**config.mk**
```make
export PLATFORM = sky130hd
export DESIGN_NAME = sag_addr_gen
export DESIGN_NICKNAME = d
export VERILOG_FILES = /design/src/sag_pkg.sv /design/src/sag_addr_gen.sv /design/src/sag_seg_bank.sv /design/src/sag_offset_sum.sv
export SDC_FILE = /design/constraint.sdc
export NUM_CORES = 1
export LEC_CHECK = 0
export BUFFER_PORTS_ARGS = -buffer_cell sky130_fd_sc_hd__buf_4
export CORE_AREA = 10 10 131 133
export CTS_CLUSTER_DIAMETER = 200
export DETAILED_ROUTE_END_ITERATION = 6
export DIE_AREA = 0 0 141 143
export PLACE_DENSITY_LB_ADDON = 0.3
export REMOVE_ABC_BUFFERS = 1
export SYNTH_ARGS = -nofsm -noshare
export SYNTH_HDL_FRONTEND = slang
export SYNTH_SLANG_ARGS = --single-unit
```
**constraint.sdc**
```tcl
create_clock -name core_clk -period 2.48 [get_ports core_clk]
set_clock_uncertainty 0.15 [all_clocks]
set_input_delay 0.744 -clock core_clk [delete_from_list [all_inputs] [get_ports core_clk]]
set_output_delay 0.744 -clock core_clk [all_outputs]
set_load 0.01 [all_outputs]
```
**src/sag_pkg.sv**
```systemverilog
// Purpose: shared types and constants for the segmented address generator
// Assumes: 16-bit offsets and selectors; eight general registers indexed 0..7
// Notes:   segment ids and register indices are shared by the decoder and the bus side
package sag_pkg;

	localparam int SAG_WORD_W = 16;

	// general register indices; byte registers 0..3 are low halves, 4..7 high halves of 0..3
	localparam logic [2:0] GPR_STACK_POINTER   = 3'h4;
	localparam logic [2:0] GPR_BASE_GENERAL    = 3'h3;
	localparam logic [2:0] GPR_BASE_POINTER    = 3'h5;
	localparam logic [2:0] GPR_SOURCE_INDEX    = 3'h6;
	localparam logic [2:0] GPR_DEST_INDEX      = 3'h7;

	// register indirect choice
	localparam logic [1:0] INDIR_SOURCE_INDEX  = 2'h0;
	localparam logic [1:0] INDIR_DEST_INDEX    = 2'h1;
	localparam logic [1:0] INDIR_BASE_GENERAL  = 2'h2;
	localparam logic [1:0] INDIR_BASE_POINTER  = 2'h3;

	localparam logic [15:0] SEG_RESET_VALUE    = 16'h0000;
	localparam logic [15:0] WORD_ZERO          = 16'h0000;
	localparam int          BYTE_SIGN_BIT      = 7;
	localparam int          BYTE_W             = 8;

	typedef enum logic [1:0] {
		SEG_EXTRA = 2'b00,
		SEG_CODE  = 2'b01,
		SEG_STACK = 2'b10,
		SEG_DATA  = 2'b11
	} sag_seg_t;

	typedef enum logic [2:0] {
		MODE_REGISTER        = 3'b000,
		MODE_IMMEDIATE       = 3'b001,
		MODE_DIRECT          = 3'b010,
		MODE_REG_INDIRECT    = 3'b011,
		MODE_BASED           = 3'b100,
		MODE_INDEXED         = 3'b101,
		MODE_BASED_INDEXED   = 3'b110,
		MODE_BASED_IDX_DISP  = 3'b111
	} sag_mode_t;

	typedef enum logic [1:0] {
		REF_OPERAND  = 2'b00,
		REF_PREFETCH = 2'b01,
		REF_STACK    = 2'b10,
		REF_STRDST   = 2'b11
	} sag_ref_t;

	typedef logic [7:0][15:0] sag_gpr_t;

	typedef struct packed {
		logic        valid;
		sag_ref_t    refKind;
		sag_mode_t   mode;
		logic        overrideValid;
		sag_seg_t    overrideSeg;
		logic        baseIsPointer;
		logic        indexIsDest;
		logic [1:0]  indirSel;
		logic        dispWide;
		logic [15:0] disp;
		logic        regWide;
		logic [2:0]  regSel;
		logic [15:0] immValue;
	} sag_req_t;

	typedef struct packed {
		logic        valid;
		logic        memAccess;
		sag_seg_t    segId;
		logic [15:0] segValue;
		logic [15:0] offset;
		logic        operandValid;
		logic [15:0] operand;
	} sag_ans_t;

	typedef struct packed {
		logic        valid;
		sag_seg_t    segId;
		logic [15:0] value;
	} sag_seg_load_t;

endpackage

```
**src/sag_addr_gen.sv**
```systemverilog
// Purpose: operand address generation: segment choice plus 16-bit offset
// Assumes: decoder presents one request per cycle; general registers come in as a flat word array
// Notes:   answer is registered and appears on the edge after the request
`timescale 1ns/100ps
`default_nettype none
module sag_addr_gen
	import sag_pkg::*;
(
	// clock and reset
	input  wire logic          core_clk,
	input  wire logic          reset_n,
	// decoder request
	input  wire sag_req_t      reqIn,
	// register state
	input  wire sag_gpr_t      gprFile,
	input  wire sag_seg_load_t segLoad,
	// answer to the bus side
	output sag_ans_t           ansOut
);
	import sag_pkg::*;

	sag_ans_t    ans_ff;
	sag_ans_t    nxt_ans;
	sag_seg_t    implicitSeg;
	sag_seg_t    chosenSeg;
	logic [15:0] segValue;
	logic        useDisp;
	logic        useBase;
	logic        useIndex;
	logic        isMemMode;
	logic [15:0] baseValue;
	logic [15:0] indexValue;
	logic [15:0] memOffset;
	logic [15:0] regOperand;

	sag_seg_bank u_seg_bank (
		.core_clk  (core_clk),
		.reset_n   (reset_n),
		.segLoad   (segLoad),
		.readId    (chosenSeg),
		.readValue (segValue)
	);

	assign isMemMode = (reqIn.mode != MODE_REGISTER) && (reqIn.mode != MODE_IMMEDIATE);

	// term selection per memory mode
	always_comb begin
		useDisp    = 1'b0;
		useBase    = 1'b0;
		useIndex   = 1'b0;
		baseValue  = reqIn.baseIsPointer ? gprFile[GPR_BASE_POINTER] : gprFile[GPR_BASE_GENERAL];
		indexValue = reqIn.indexIsDest ? gprFile[GPR_DEST_INDEX] : gprFile[GPR_SOURCE_INDEX];
		unique case (reqIn.mode)
			MODE_REGISTER, MODE_IMMEDIATE: begin
			end
			MODE_DIRECT: begin
				useDisp = 1'b1;
			end
			MODE_REG_INDIRECT: begin
				useBase = 1'b1;
				unique case (reqIn.indirSel)
					INDIR_SOURCE_INDEX: baseValue = gprFile[GPR_SOURCE_INDEX];
					INDIR_DEST_INDEX:   baseValue = gprFile[GPR_DEST_INDEX];
					INDIR_BASE_GENERAL: baseValue = gprFile[GPR_BASE_GENERAL];
					INDIR_BASE_POINTER: baseValue = gprFile[GPR_BASE_POINTER];
				endcase
			end
			MODE_BASED: begin
				useDisp = 1'b1;
				useBase = 1'b1;
			end
			MODE_INDEXED: begin
				useDisp  = 1'b1;
				useIndex = 1'b1;
			end
			MODE_BASED_INDEXED: begin
				useBase  = 1'b1;
				useIndex = 1'b1;
			end
			MODE_BASED_IDX_DISP: begin
				useDisp  = 1'b1;
				useBase  = 1'b1;
				useIndex = 1'b1;
			end
		endcase
	end

	sag_offset_sum u_offset_sum (
		.useDisp    (useDisp),
		.dispWide   (reqIn.dispWide),
		.disp       (reqIn.disp),
		.useBase    (useBase),
		.baseValue  (baseValue),
		.useIndex   (useIndex),
		.indexValue (indexValue),
		.offset     (memOffset)
	);

	// implicit segment choice, then override for operand references only
	always_comb begin
		implicitSeg = SEG_DATA;
		unique case (reqIn.refKind)
			REF_PREFETCH: implicitSeg = SEG_CODE;
			REF_STACK:    implicitSeg = SEG_STACK;
			REF_STRDST:   implicitSeg = SEG_EXTRA;
			REF_OPERAND: begin
				if ((reqIn.mode == MODE_REG_INDIRECT) && (reqIn.indirSel == INDIR_BASE_POINTER)) begin
					implicitSeg = SEG_STACK;
				end else if (reqIn.baseIsPointer && ((reqIn.mode == MODE_BASED) ||
						(reqIn.mode == MODE_BASED_INDEXED) || (reqIn.mode == MODE_BASED_IDX_DISP))) begin
					implicitSeg = SEG_STACK;
				end
			end
		endcase
		// prefetch, push/pop and string destination keep their fixed segment
		chosenSeg = implicitSeg;
		if ((reqIn.refKind == REF_OPERAND) && reqIn.overrideValid) begin
			chosenSeg = reqIn.overrideSeg;
		end
	end

	// register operand: byte codes 4..7 are the high halves of registers 0..3
	always_comb begin
		if (reqIn.regWide) begin
			regOperand = gprFile[reqIn.regSel];
		end else if (reqIn.regSel[2]) begin
			regOperand = {8'h00, gprFile[{1'b0, reqIn.regSel[1:0]}][15:8]};
		end else begin
			regOperand = {8'h00, gprFile[reqIn.regSel][7:0]};
		end
	end

	always_comb begin
		nxt_ans          = '0;
		nxt_ans.valid    = reqIn.valid;
		nxt_ans.segId    = chosenSeg;
		nxt_ans.segValue = segValue;
		unique case (reqIn.refKind)
			REF_PREFETCH, REF_STACK: begin
				// decoder supplies the instruction or stack pointer in disp
				nxt_ans.memAccess = 1'b1;
				nxt_ans.offset    = reqIn.disp;
			end
			REF_STRDST: begin
				nxt_ans.memAccess = 1'b1;
				nxt_ans.offset    = gprFile[GPR_DEST_INDEX];
			end
			REF_OPERAND: begin
				if (reqIn.mode == MODE_REGISTER) begin
					nxt_ans.operandValid = 1'b1;
					nxt_ans.operand      = regOperand;
				end else if (reqIn.mode == MODE_IMMEDIATE) begin
					nxt_ans.operandValid = 1'b1;
					nxt_ans.operand      = reqIn.regWide ? reqIn.immValue : {8'h00, reqIn.immValue[7:0]};
				end else begin
					nxt_ans.memAccess = isMemMode;
					nxt_ans.offset    = memOffset;
				end
			end
		endcase
		if (!reqIn.valid) begin
			nxt_ans.memAccess    = 1'b0;
			nxt_ans.operandValid = 1'b0;
		end
	end

	// registered answer: adds a cycle but keeps the adder off the bus-side timing path
	always_ff @(posedge core_clk or negedge reset_n) begin
		if (!reset_n) begin
			ans_ff <= '0;
		end else begin
			ans_ff <= nxt_ans;
		end
	end

	assign ansOut = ans_ff;
endmodule
`default_nettype wire

```
**src/sag_seg_bank.sv**
```systemverilog
// Purpose: four segment selector registers with one load port and one read port
// Assumes: load and read on the same clock; read is combinational
// Notes:   a read in the cycle of a load returns the old value
`timescale 1ns/100ps
`default_nettype none
module sag_seg_bank
	import sag_pkg::*;
(
	// clock and reset
	input  wire logic          core_clk,
	input  wire logic          reset_n,
	// load from the execution side
	input  wire sag_seg_load_t segLoad,
	// read
	input  wire sag_seg_t      readId,
	output logic [15:0]        readValue
);
	logic [15:0] seg_ff [4];

	always_ff @(posedge core_clk or negedge reset_n) begin
		if (!reset_n) begin
			for (int i = 0; i < 4; i++) begin
				seg_ff[i] <= SEG_RESET_VALUE;
			end
		end else if (segLoad.valid) begin
			seg_ff[segLoad.segId] <= segLoad.value;
		end
	end

	assign readValue = seg_ff[readId];
endmodule
`default_nettype wire

```
**src/sag_offset_sum.sv**
```systemverilog
// Purpose: three-term offset adder for memory operands
// Assumes: terms not in use are gated to zero here
// Notes:   the sum wraps inside 16 bits; a carry out is dropped on purpose
`timescale 1ns/100ps
`default_nettype none
module sag_offset_sum
	import sag_pkg::*;
(
	// displacement term
	input  wire logic        useDisp,
	input  wire logic        dispWide,
	input  wire logic [15:0] disp,
	// register terms
	input  wire logic        useBase,
	input  wire logic [15:0] baseValue,
	input  wire logic        useIndex,
	input  wire logic [15:0] indexValue,
	// result
	output logic [15:0]      offset
);
	logic [15:0] dispExt;
	logic [15:0] dispTerm;
	logic [15:0] baseTerm;
	logic [15:0] indexTerm;

	// narrow displacement is signed, so small negative steps reach below the base
	assign dispExt   = dispWide ? disp : {{BYTE_W{disp[BYTE_SIGN_BIT]}}, disp[7:0]};
	assign dispTerm  = useDisp  ? dispExt    : WORD_ZERO;
	assign baseTerm  = useBase  ? baseValue  : WORD_ZERO;
	assign indexTerm = useIndex ? indexValue : WORD_ZERO;
	// 16-bit target keeps the sum modulo 2^16
	assign offset    = 16'(dispTerm + baseTerm + indexTerm);
endmodule
`default_nettype wire

```
==> impl_metrics.py, run 1 <==
metrics = {
    "status": {
        "run_status": "finished with violations",
        "violations": "negative setup slack",
    },
    "sta": {
        "finalHoldViolCount": 0,
        "post-route-min-period_ns": 3.81,
        "timing_worst_slew_pin_value_ns": 0.804,
        "finalWorstSetupSlack_ns": -1.33,
        "fmax_mhz": 262,
        "finalSetupViolCount": 14,
        "final_count_of_pins_violating_max_slew": 0,
        "slew_headroom": 0.464,
        "final_min_period_over_clock_period": 1.54,
        "hold-worst-slack_ns": 0.122,
        "unrepaired_setup_endpoints_after_global_routing": "true",
    },
    "global_route": {
        "global_route.overflow_total": 0,
        "overall_fraction_of_global_route_tracks_in_use": 0.281,
        "grt_pass1_wl_mm": 44.0,
        "antenna_found_initial": 1,
        "first_global_vias": 8142,
        "grt_max_degree": 46,
    },
    "worst_setup_path": {
        "ff2ff_setup_slack_ns": 1.51,
        "worst_path_dominant_cell_family": "compound AO/OA/AOI/OAI gates",
        "critPathSlowestCell": "fa_1",
        "critPathMaxStageDelay_ns": 0.53,
        "crit_arrival_ns": 3.92,
        "worst_path_cell_trace": "buf_4, nand2b_4, nand2_2, nor2_1, a21oi_2, fa_1, inv_2, ha_4, fa_2, a211oi_2, o21bai_1, o31a_1, a41o_1, o41a_1, xnor2_1, o221ai_1",
        "startpoint_type": "input port",
        "endpoint_kind": "flop",
        "worst-endpoint-required_ns": 2.59,
        "crit_type": "in -> reg",
        "cp_max_fo": 4,
        "critPathBufInv": 2,
    },
    "pwr": {
        "pwr-share-comb": 0.329,
        "internal_power_mw": 5.28,
        "ir_worst_vdd_mv": 0.485,
        "leakage_power_figure_nw": 5.86,
        "power_switching_mw": 2.19,
        "power_per_cell_area_nw_per_um2": 621,
        "p_sw_frac": 0.293,
        "power.sequential.fraction": 0.319,
        "clockPowerShare": 0.352,
        "power.total_mw": 7.46,
    },
    "floorplan": {
        "floorplan.rows": 44,
        "design.core.area_um2": 14400,
        "die_y_um": 143,
        "fp.dieW_um": 141,
        "ioPinCount": 252,
        "initial_utilization": 0.555,
        "die_outline_area_um2": 20200,
    },
    "synth": {
        "synth_edf_count": 0,
        "avgSynthCellArea_um2": 11.4,
        "async_flop_share": 1.00,
        "mapped_cells": 705,
        "ys_top_cells_by_area": "dfrtp_1, mux4_2, mux2_2, mux2i_1, fa_1",
        "synth_top_area_share": 0.365,
        "ys.warnings.count": 0,
        "mappedNetlistArea_um2": 8010,
        "synth_top_area_cell": "dfrtp_1",
        "synth-seq-cells": 117,
        "synth-seq-area-share": 0.365,
        "yosys.cell_count.top_type": "dfrtp_1",
        "synth.cells.most_frequent": "dfrtp_1, mux2i_1, mux2_2",
        "synth_cell_types": 49,
        "prevailing_post_synth_register_cell": "dfrtp_1",
    },
    "cts": {
        "cts.htree.levels": 4,
        "clk_path_buf_depth": 2,
        "cts_made_buffers": 17,
        "worstSkewPairLatency_ns": 0.41,
        "worst_setup_hold_path_clk_slew_ns": 0.06,
        "tritoncts": "built",
        "clkSinkCount": 117,
        "clock-root-buffer": "clkbuf_16",
    },
    "final_layout": {
        "fillerInstances": 812,
        "final_cells": 1257,
        "seq_area_um2": 2930,
        "final_nets": 1292,
        "post_route_cells_drive_above_1_share": 0.550,
        "multi_input_comb_area_um2": 5000,
        "synthesis_to_layout_area_growth_pct": 49.9,
    },
    "detailed_routing": {
        "remaining_drc_errors": 0,
        "route.detailed.wl_per_inst_um": 23.3,
        "antenna_left": 0,
        "initialDrtViolationCount": 743,
        "drt-vias-per-instance": 5.97,
        "drt-pass1-iter-count": 5,
        "postRouteWirelength_mm": 29.3,
        "num_vias": 7501,
    },
    "placed_design": {
        "place.gp.congestion": 0.995,
        "buffer_ports.inserted": 251,
        "dp.cells": 1215,
        "dpl.hpwl_mm": 21.9,
    },
    "min_path": {
        "min-delay-path-class": "in -> async",
    },
    "run": {
        "timing.max_cap.violations": 0,
    },
}
==> cell families (layout without fill, tap and decap cells) <==
kind of cell               after synthesis  in the layout  synth area share
buffers and inverters                   83            450            0.0433
and+or+nand+nor                        142            142            0.0726
adders and majority gates               34             34            0.0681
DFF                                    117            117             0.365
other                                    0              1                 0
xor gates and xnor gates                17             17            0.0195
muxes                                  209            209             0.349
AOI/OAI and AO/OA                      103            103            0.0825
==> final timing paths <==
check                      cells after the start                    end                   from
setup / recovery                              16             ansOut[32]              reqIn[45]
hold / removal                                 1             ansOut[46]                reset_n
setup reg to reg                               2             ansOut[41]  u_seg_bank.seg_ff[40]
hold reg to reg                                1  u_seg_bank.seg_ff[50]  u_seg_bank.seg_ff[50]
max in group asynchronous                      2  u_seg_bank.seg_ff[51]                reset_n
min in group core_clk                          1             ansOut[52]              reqIn[49]
==> repair_timing <==
item                                    CTS  global route
gates cloned                              0             1
gates resized for setup                  45            31
setup buffers                             7             3
pin swaps                                32            35
hold buffers                              0             0
endpoints found under the setup margin   14            15
==> metrics by stage <==
stage,worst slack (ns),util,setup TNS [ns],cell area [um^2]
2_1_floorplan,-1.92,-,-26.94,7800
3_3_place_gp,-1.78,0.758,-24.53,10900
3_5_place_dp,-1.87,0.758,-26.56,10900
4_1_cts,-1.21,0.819,-12.14,11800
5_1_grt,-1.47,0.833,-13.42,12000
6_report,-1.33,0.833,-12.54,12000
==> per-layer routing <==
metal / routed length [um] / track usage
met5: 0 / 0
met4: 1730 / 0.160
met3: 2790 / 0.0932
met2: 14400 / 0.467
met1: 10400 / 0.311
==> power by group through the flow <==
stage / combinational, mW / clock [mW] / sequential (mW)
detailed placement: 2.19 / 0 / 2.39
CTS: 2.31 / 2.65 / 2.38
global route: 2.63 / 2.74 / 2.41
global placement: 2.13 / 0 / 2.38
finish: 2.45 / 2.63 / 2.38
floorplan: 1.04 / 0 / 2.41
==> cell usage in the layout, fill, tap and decap left out, types with 5 or more instances in the layout <==
cell type / count
mux4_2: 48
clkbuf_16: 18
ha_1: 13
nand2_1: 73
buf_4: 357
mux2i_1: 81
a21oi_1: 35
ha_4: 5
dfrtp_1: 117
inv_1: 32
a21oi_2: 11
buf_6: 11
o221ai_1: 7
xnor2_1: 7
mux2_2: 80
buf_12: 11
a211oi_1: 8
o21ai_0: 5
fa_1: 15
nor2_1: 46
==> area by class of cell <==
cell class              instances  share of cell area
multi-input cells             505               0.416
inverters                      36              0.0113
clock buffers                  20              0.0380
diodes                          1            0.000208
repair buffers                382               0.256
flip-flops and latches        117               0.244
clock inverters                12              0.0148
well taps                     184              0.0192
==> flip-flops by register name, summed over array words and instances, names as in the netlist <==
name / flops
ansOut: 53
u_seg_bank.seg_ff: 64
(Power assumes the default switching activity.)
==> run 2: changes to the inputs <==
==> constraint.sdc (replaced) <==
create_clock -name core_clk -period 2.48 [get_ports core_clk]
set_clock_uncertainty 0.15 [all_clocks]
set_input_delay 0.248 -clock core_clk [delete_from_list [all_inputs] [get_ports core_clk]]
set_output_delay 0.248 -clock core_clk [all_outputs]
set_load 0.01 [all_outputs]
==> impl_metrics.py, run 2 (same netlist as run 1, synthesis figures left out) <==
metrics = {
    "status": {
        "run_status": "finished with violations",
        "violations": "negative setup slack",
    },
    "placed_design": {
        "dpl_worst_slack_ns": -1.42,
        "dpl.hpwl_mm": 21.6,
        "buffer_ports.inserted": 251,
        "place.gp.congestion": 0.974,
    },
    "final_layout": {
        "mostFrequentLayoutCell": "buf_4",
        "registers.top_by_ff_count": "u_seg_bank.seg_ff",
        "largest_register_ff_count": 64,
        "final_nets": 1334,
        "highest_count_cells_in_the_layout_ignoring_fill_and_taps": "buf_4, dfrtp_1, mux2i_1",
        "synthesis_to_layout_area_growth_pct": 53.3,
        "post_route_cells_drive_above_1_share": 0.521,
    },
    "detailed_routing": {
        "route.detailed.wl_per_inst_um": 23.2,
        "initialDrtViolationCount": 703,
        "num_vias": 7809,
        "postRouteWirelength_mm": 30.2,
        "remaining_drc_errors": 0,
        "antenna_left": 0,
        "drt-vias-per-instance": 6.01,
        "drt-pass1-iter-count": 5,
    },
    "floorplan": {
        "die_outline_area_um2": 20200,
        "fp.dieW_um": 141,
        "design.core.area_um2": 14400,
        "die_y_um": 143,
        "initial_utilization": 0.555,
        "ioPinCount": 252,
        "floorplan.rows": 44,
    },
    "sta": {
        "timing_worst_slew_pin_value_ns": 0.838,
        "final_count_of_pins_violating_max_slew": 0,
        "finalWorstSetupSlack_ns": -0.773,
        "fin_tns_setup_ns": -6.06,
        "final_min_period_over_clock_period": 1.31,
        "unrepaired_setup_endpoints_after_global_routing": "true",
        "fmax_mhz": 307,
        "slew_headroom": 0.441,
        "finalHoldViolCount": 0,
        "finalSetupViolCount": 12,
        "post-route-min-period_ns": 3.25,
    },
    "pwr": {
        "leakage_power_figure_nw": 5.99,
        "power_per_cell_area_nw_per_um2": 583,
        "ir_worst_vdd_mv": 0.511,
    },
    "run": {
        "timing.max_cap.violations": 0,
    },
    "worst_setup_path": {
        "startpoint_type": "input port",
        "endpoint_kind": "flop",
        "crit_arrival_ns": 3.38,
        "crit_type": "in -> reg",
        "cp_max_fo": 5,
        "worst-endpoint-required_ns": 2.61,
    },
    "cts": {
        "tritoncts": "built",
        "cts_made_buffers": 17,
        "worstSkewPairLatency_ns": 0.41,
        "clock-root-buffer": "clkbuf_16",
        "worst_setup_hold_path_clk_slew_ns": 0.06,
        "clkSinkCount": 117,
        "clk_path_buf_depth": 2,
        "cts.htree.levels": 4,
    },
    "global_route": {
        "grt_max_degree": 54,
        "overall_fraction_of_global_route_tracks_in_use": 0.296,
        "first_global_vias": 8723,
        "antenna_found_initial": 0,
        "global_route.overflow_total": 0,
        "grt_pass1_wl_mm": 46.5,
    },
    "min_path": {
        "min-delay-path-class": "in -> reg",
    },
}
-- run 2: report_power, final --
part | switching, mW | total [mW] | internal, mW
clock | 0.883 | 2.31 | 1.42
combinational | 1.13 | 2.47 | 1.34
sequential | 0.160 | 2.38 | 2.22
-- run 2: final timing paths --
| kind | start | endpoint | slack, ns | depth (start not counted) |
|---|---|---|---|---|
| setup / recovery | reqIn[37] | ansOut[32] | -0.77 | 14 |
| min in group asynchronous | reset_n | ansOut[46] | 0.28 | 2 |
| hold reg to reg | u_seg_bank.seg_ff[22] | u_seg_bank.seg_ff[22] | 0.35 | 1 |
| max in group asynchronous | reset_n | u_seg_bank.seg_ff[58] | 1.24 | 3 |
| hold / removal | gprFile[127] | ansOut[32] | 0.02 | 3 |
| setup reg to reg | u_seg_bank.seg_ff[34] | ansOut[35] | 1.47 | 2 |
-- run 2: area by class of cell --
| type | count | area (um^2) |
|---|---|---|
| well taps | 184 | 230 |
| fillers | 757 | 2140 |
| inverters | 36 | 135 |
| flip-flops and latches | 117 | 2930 |
| multi-input cells | 505 | 4980 |
| repair buffers | 424 | 3450 |
| diodes | 1 | 2.50 |
| clock inverters | 12 | 105 |
| clock buffers | 20 | 457 |
-- run 2: metal layers --
metal  global-route usage  wire length [um]  vias to the layer above
li1                     -                 -                     3352
met1                0.313             10500                     3790
met2                0.500             15000                      526
met3               0.0982              2910                      141
met4                0.187              1740                        0
met5                    0                 0                        -
-- run 2: worst max-delay path: stages --
cell and delay (ns):
buf_12 0.11, mux4_2 0.35, a21oi_2 0.07, fa_1 0.52
inv_2 0.05, ha_4 0.16, fa_2 0.36, a211oi_2 0.22
o21bai_2 0.12, o31a_1 0.28, a41o_1 0.27, o41a_1 0.35
xnor2_1 0.16, o221ai_1 0.11
-- run 2: timing repair --
item	CTS	global route
resized for setup	50	17
pin swaps	30	15
endpoints found under the hold margin	148	0
setup buffers	9	3
endpoints found under the setup margin	13	13
hold buffers	48	0
gates cloned	1	0
-- run 2: through the flow --
| step | std cells | cell area (um^2) | hold slack (ns) | utilization | total power [mW] |
|---|---|---|---|---|---|
| floorplan | 658 | 7800 | -0.198 | - | 3.45 |
| global placement | 1206 | 10800 | 0.187 | 0.750 | 4.49 |
| detailed placement | 1206 | 10800 | 0.193 | 0.750 | 4.56 |
| CTS | 1296 | 12200 | 0.0124 | 0.845 | 7.08 |
| global route | 1298 | 12300 | 0.0389 | 0.851 | 7.50 |
| finish | 1299 | 12300 | 0.0208 | 0.851 | 7.16 |
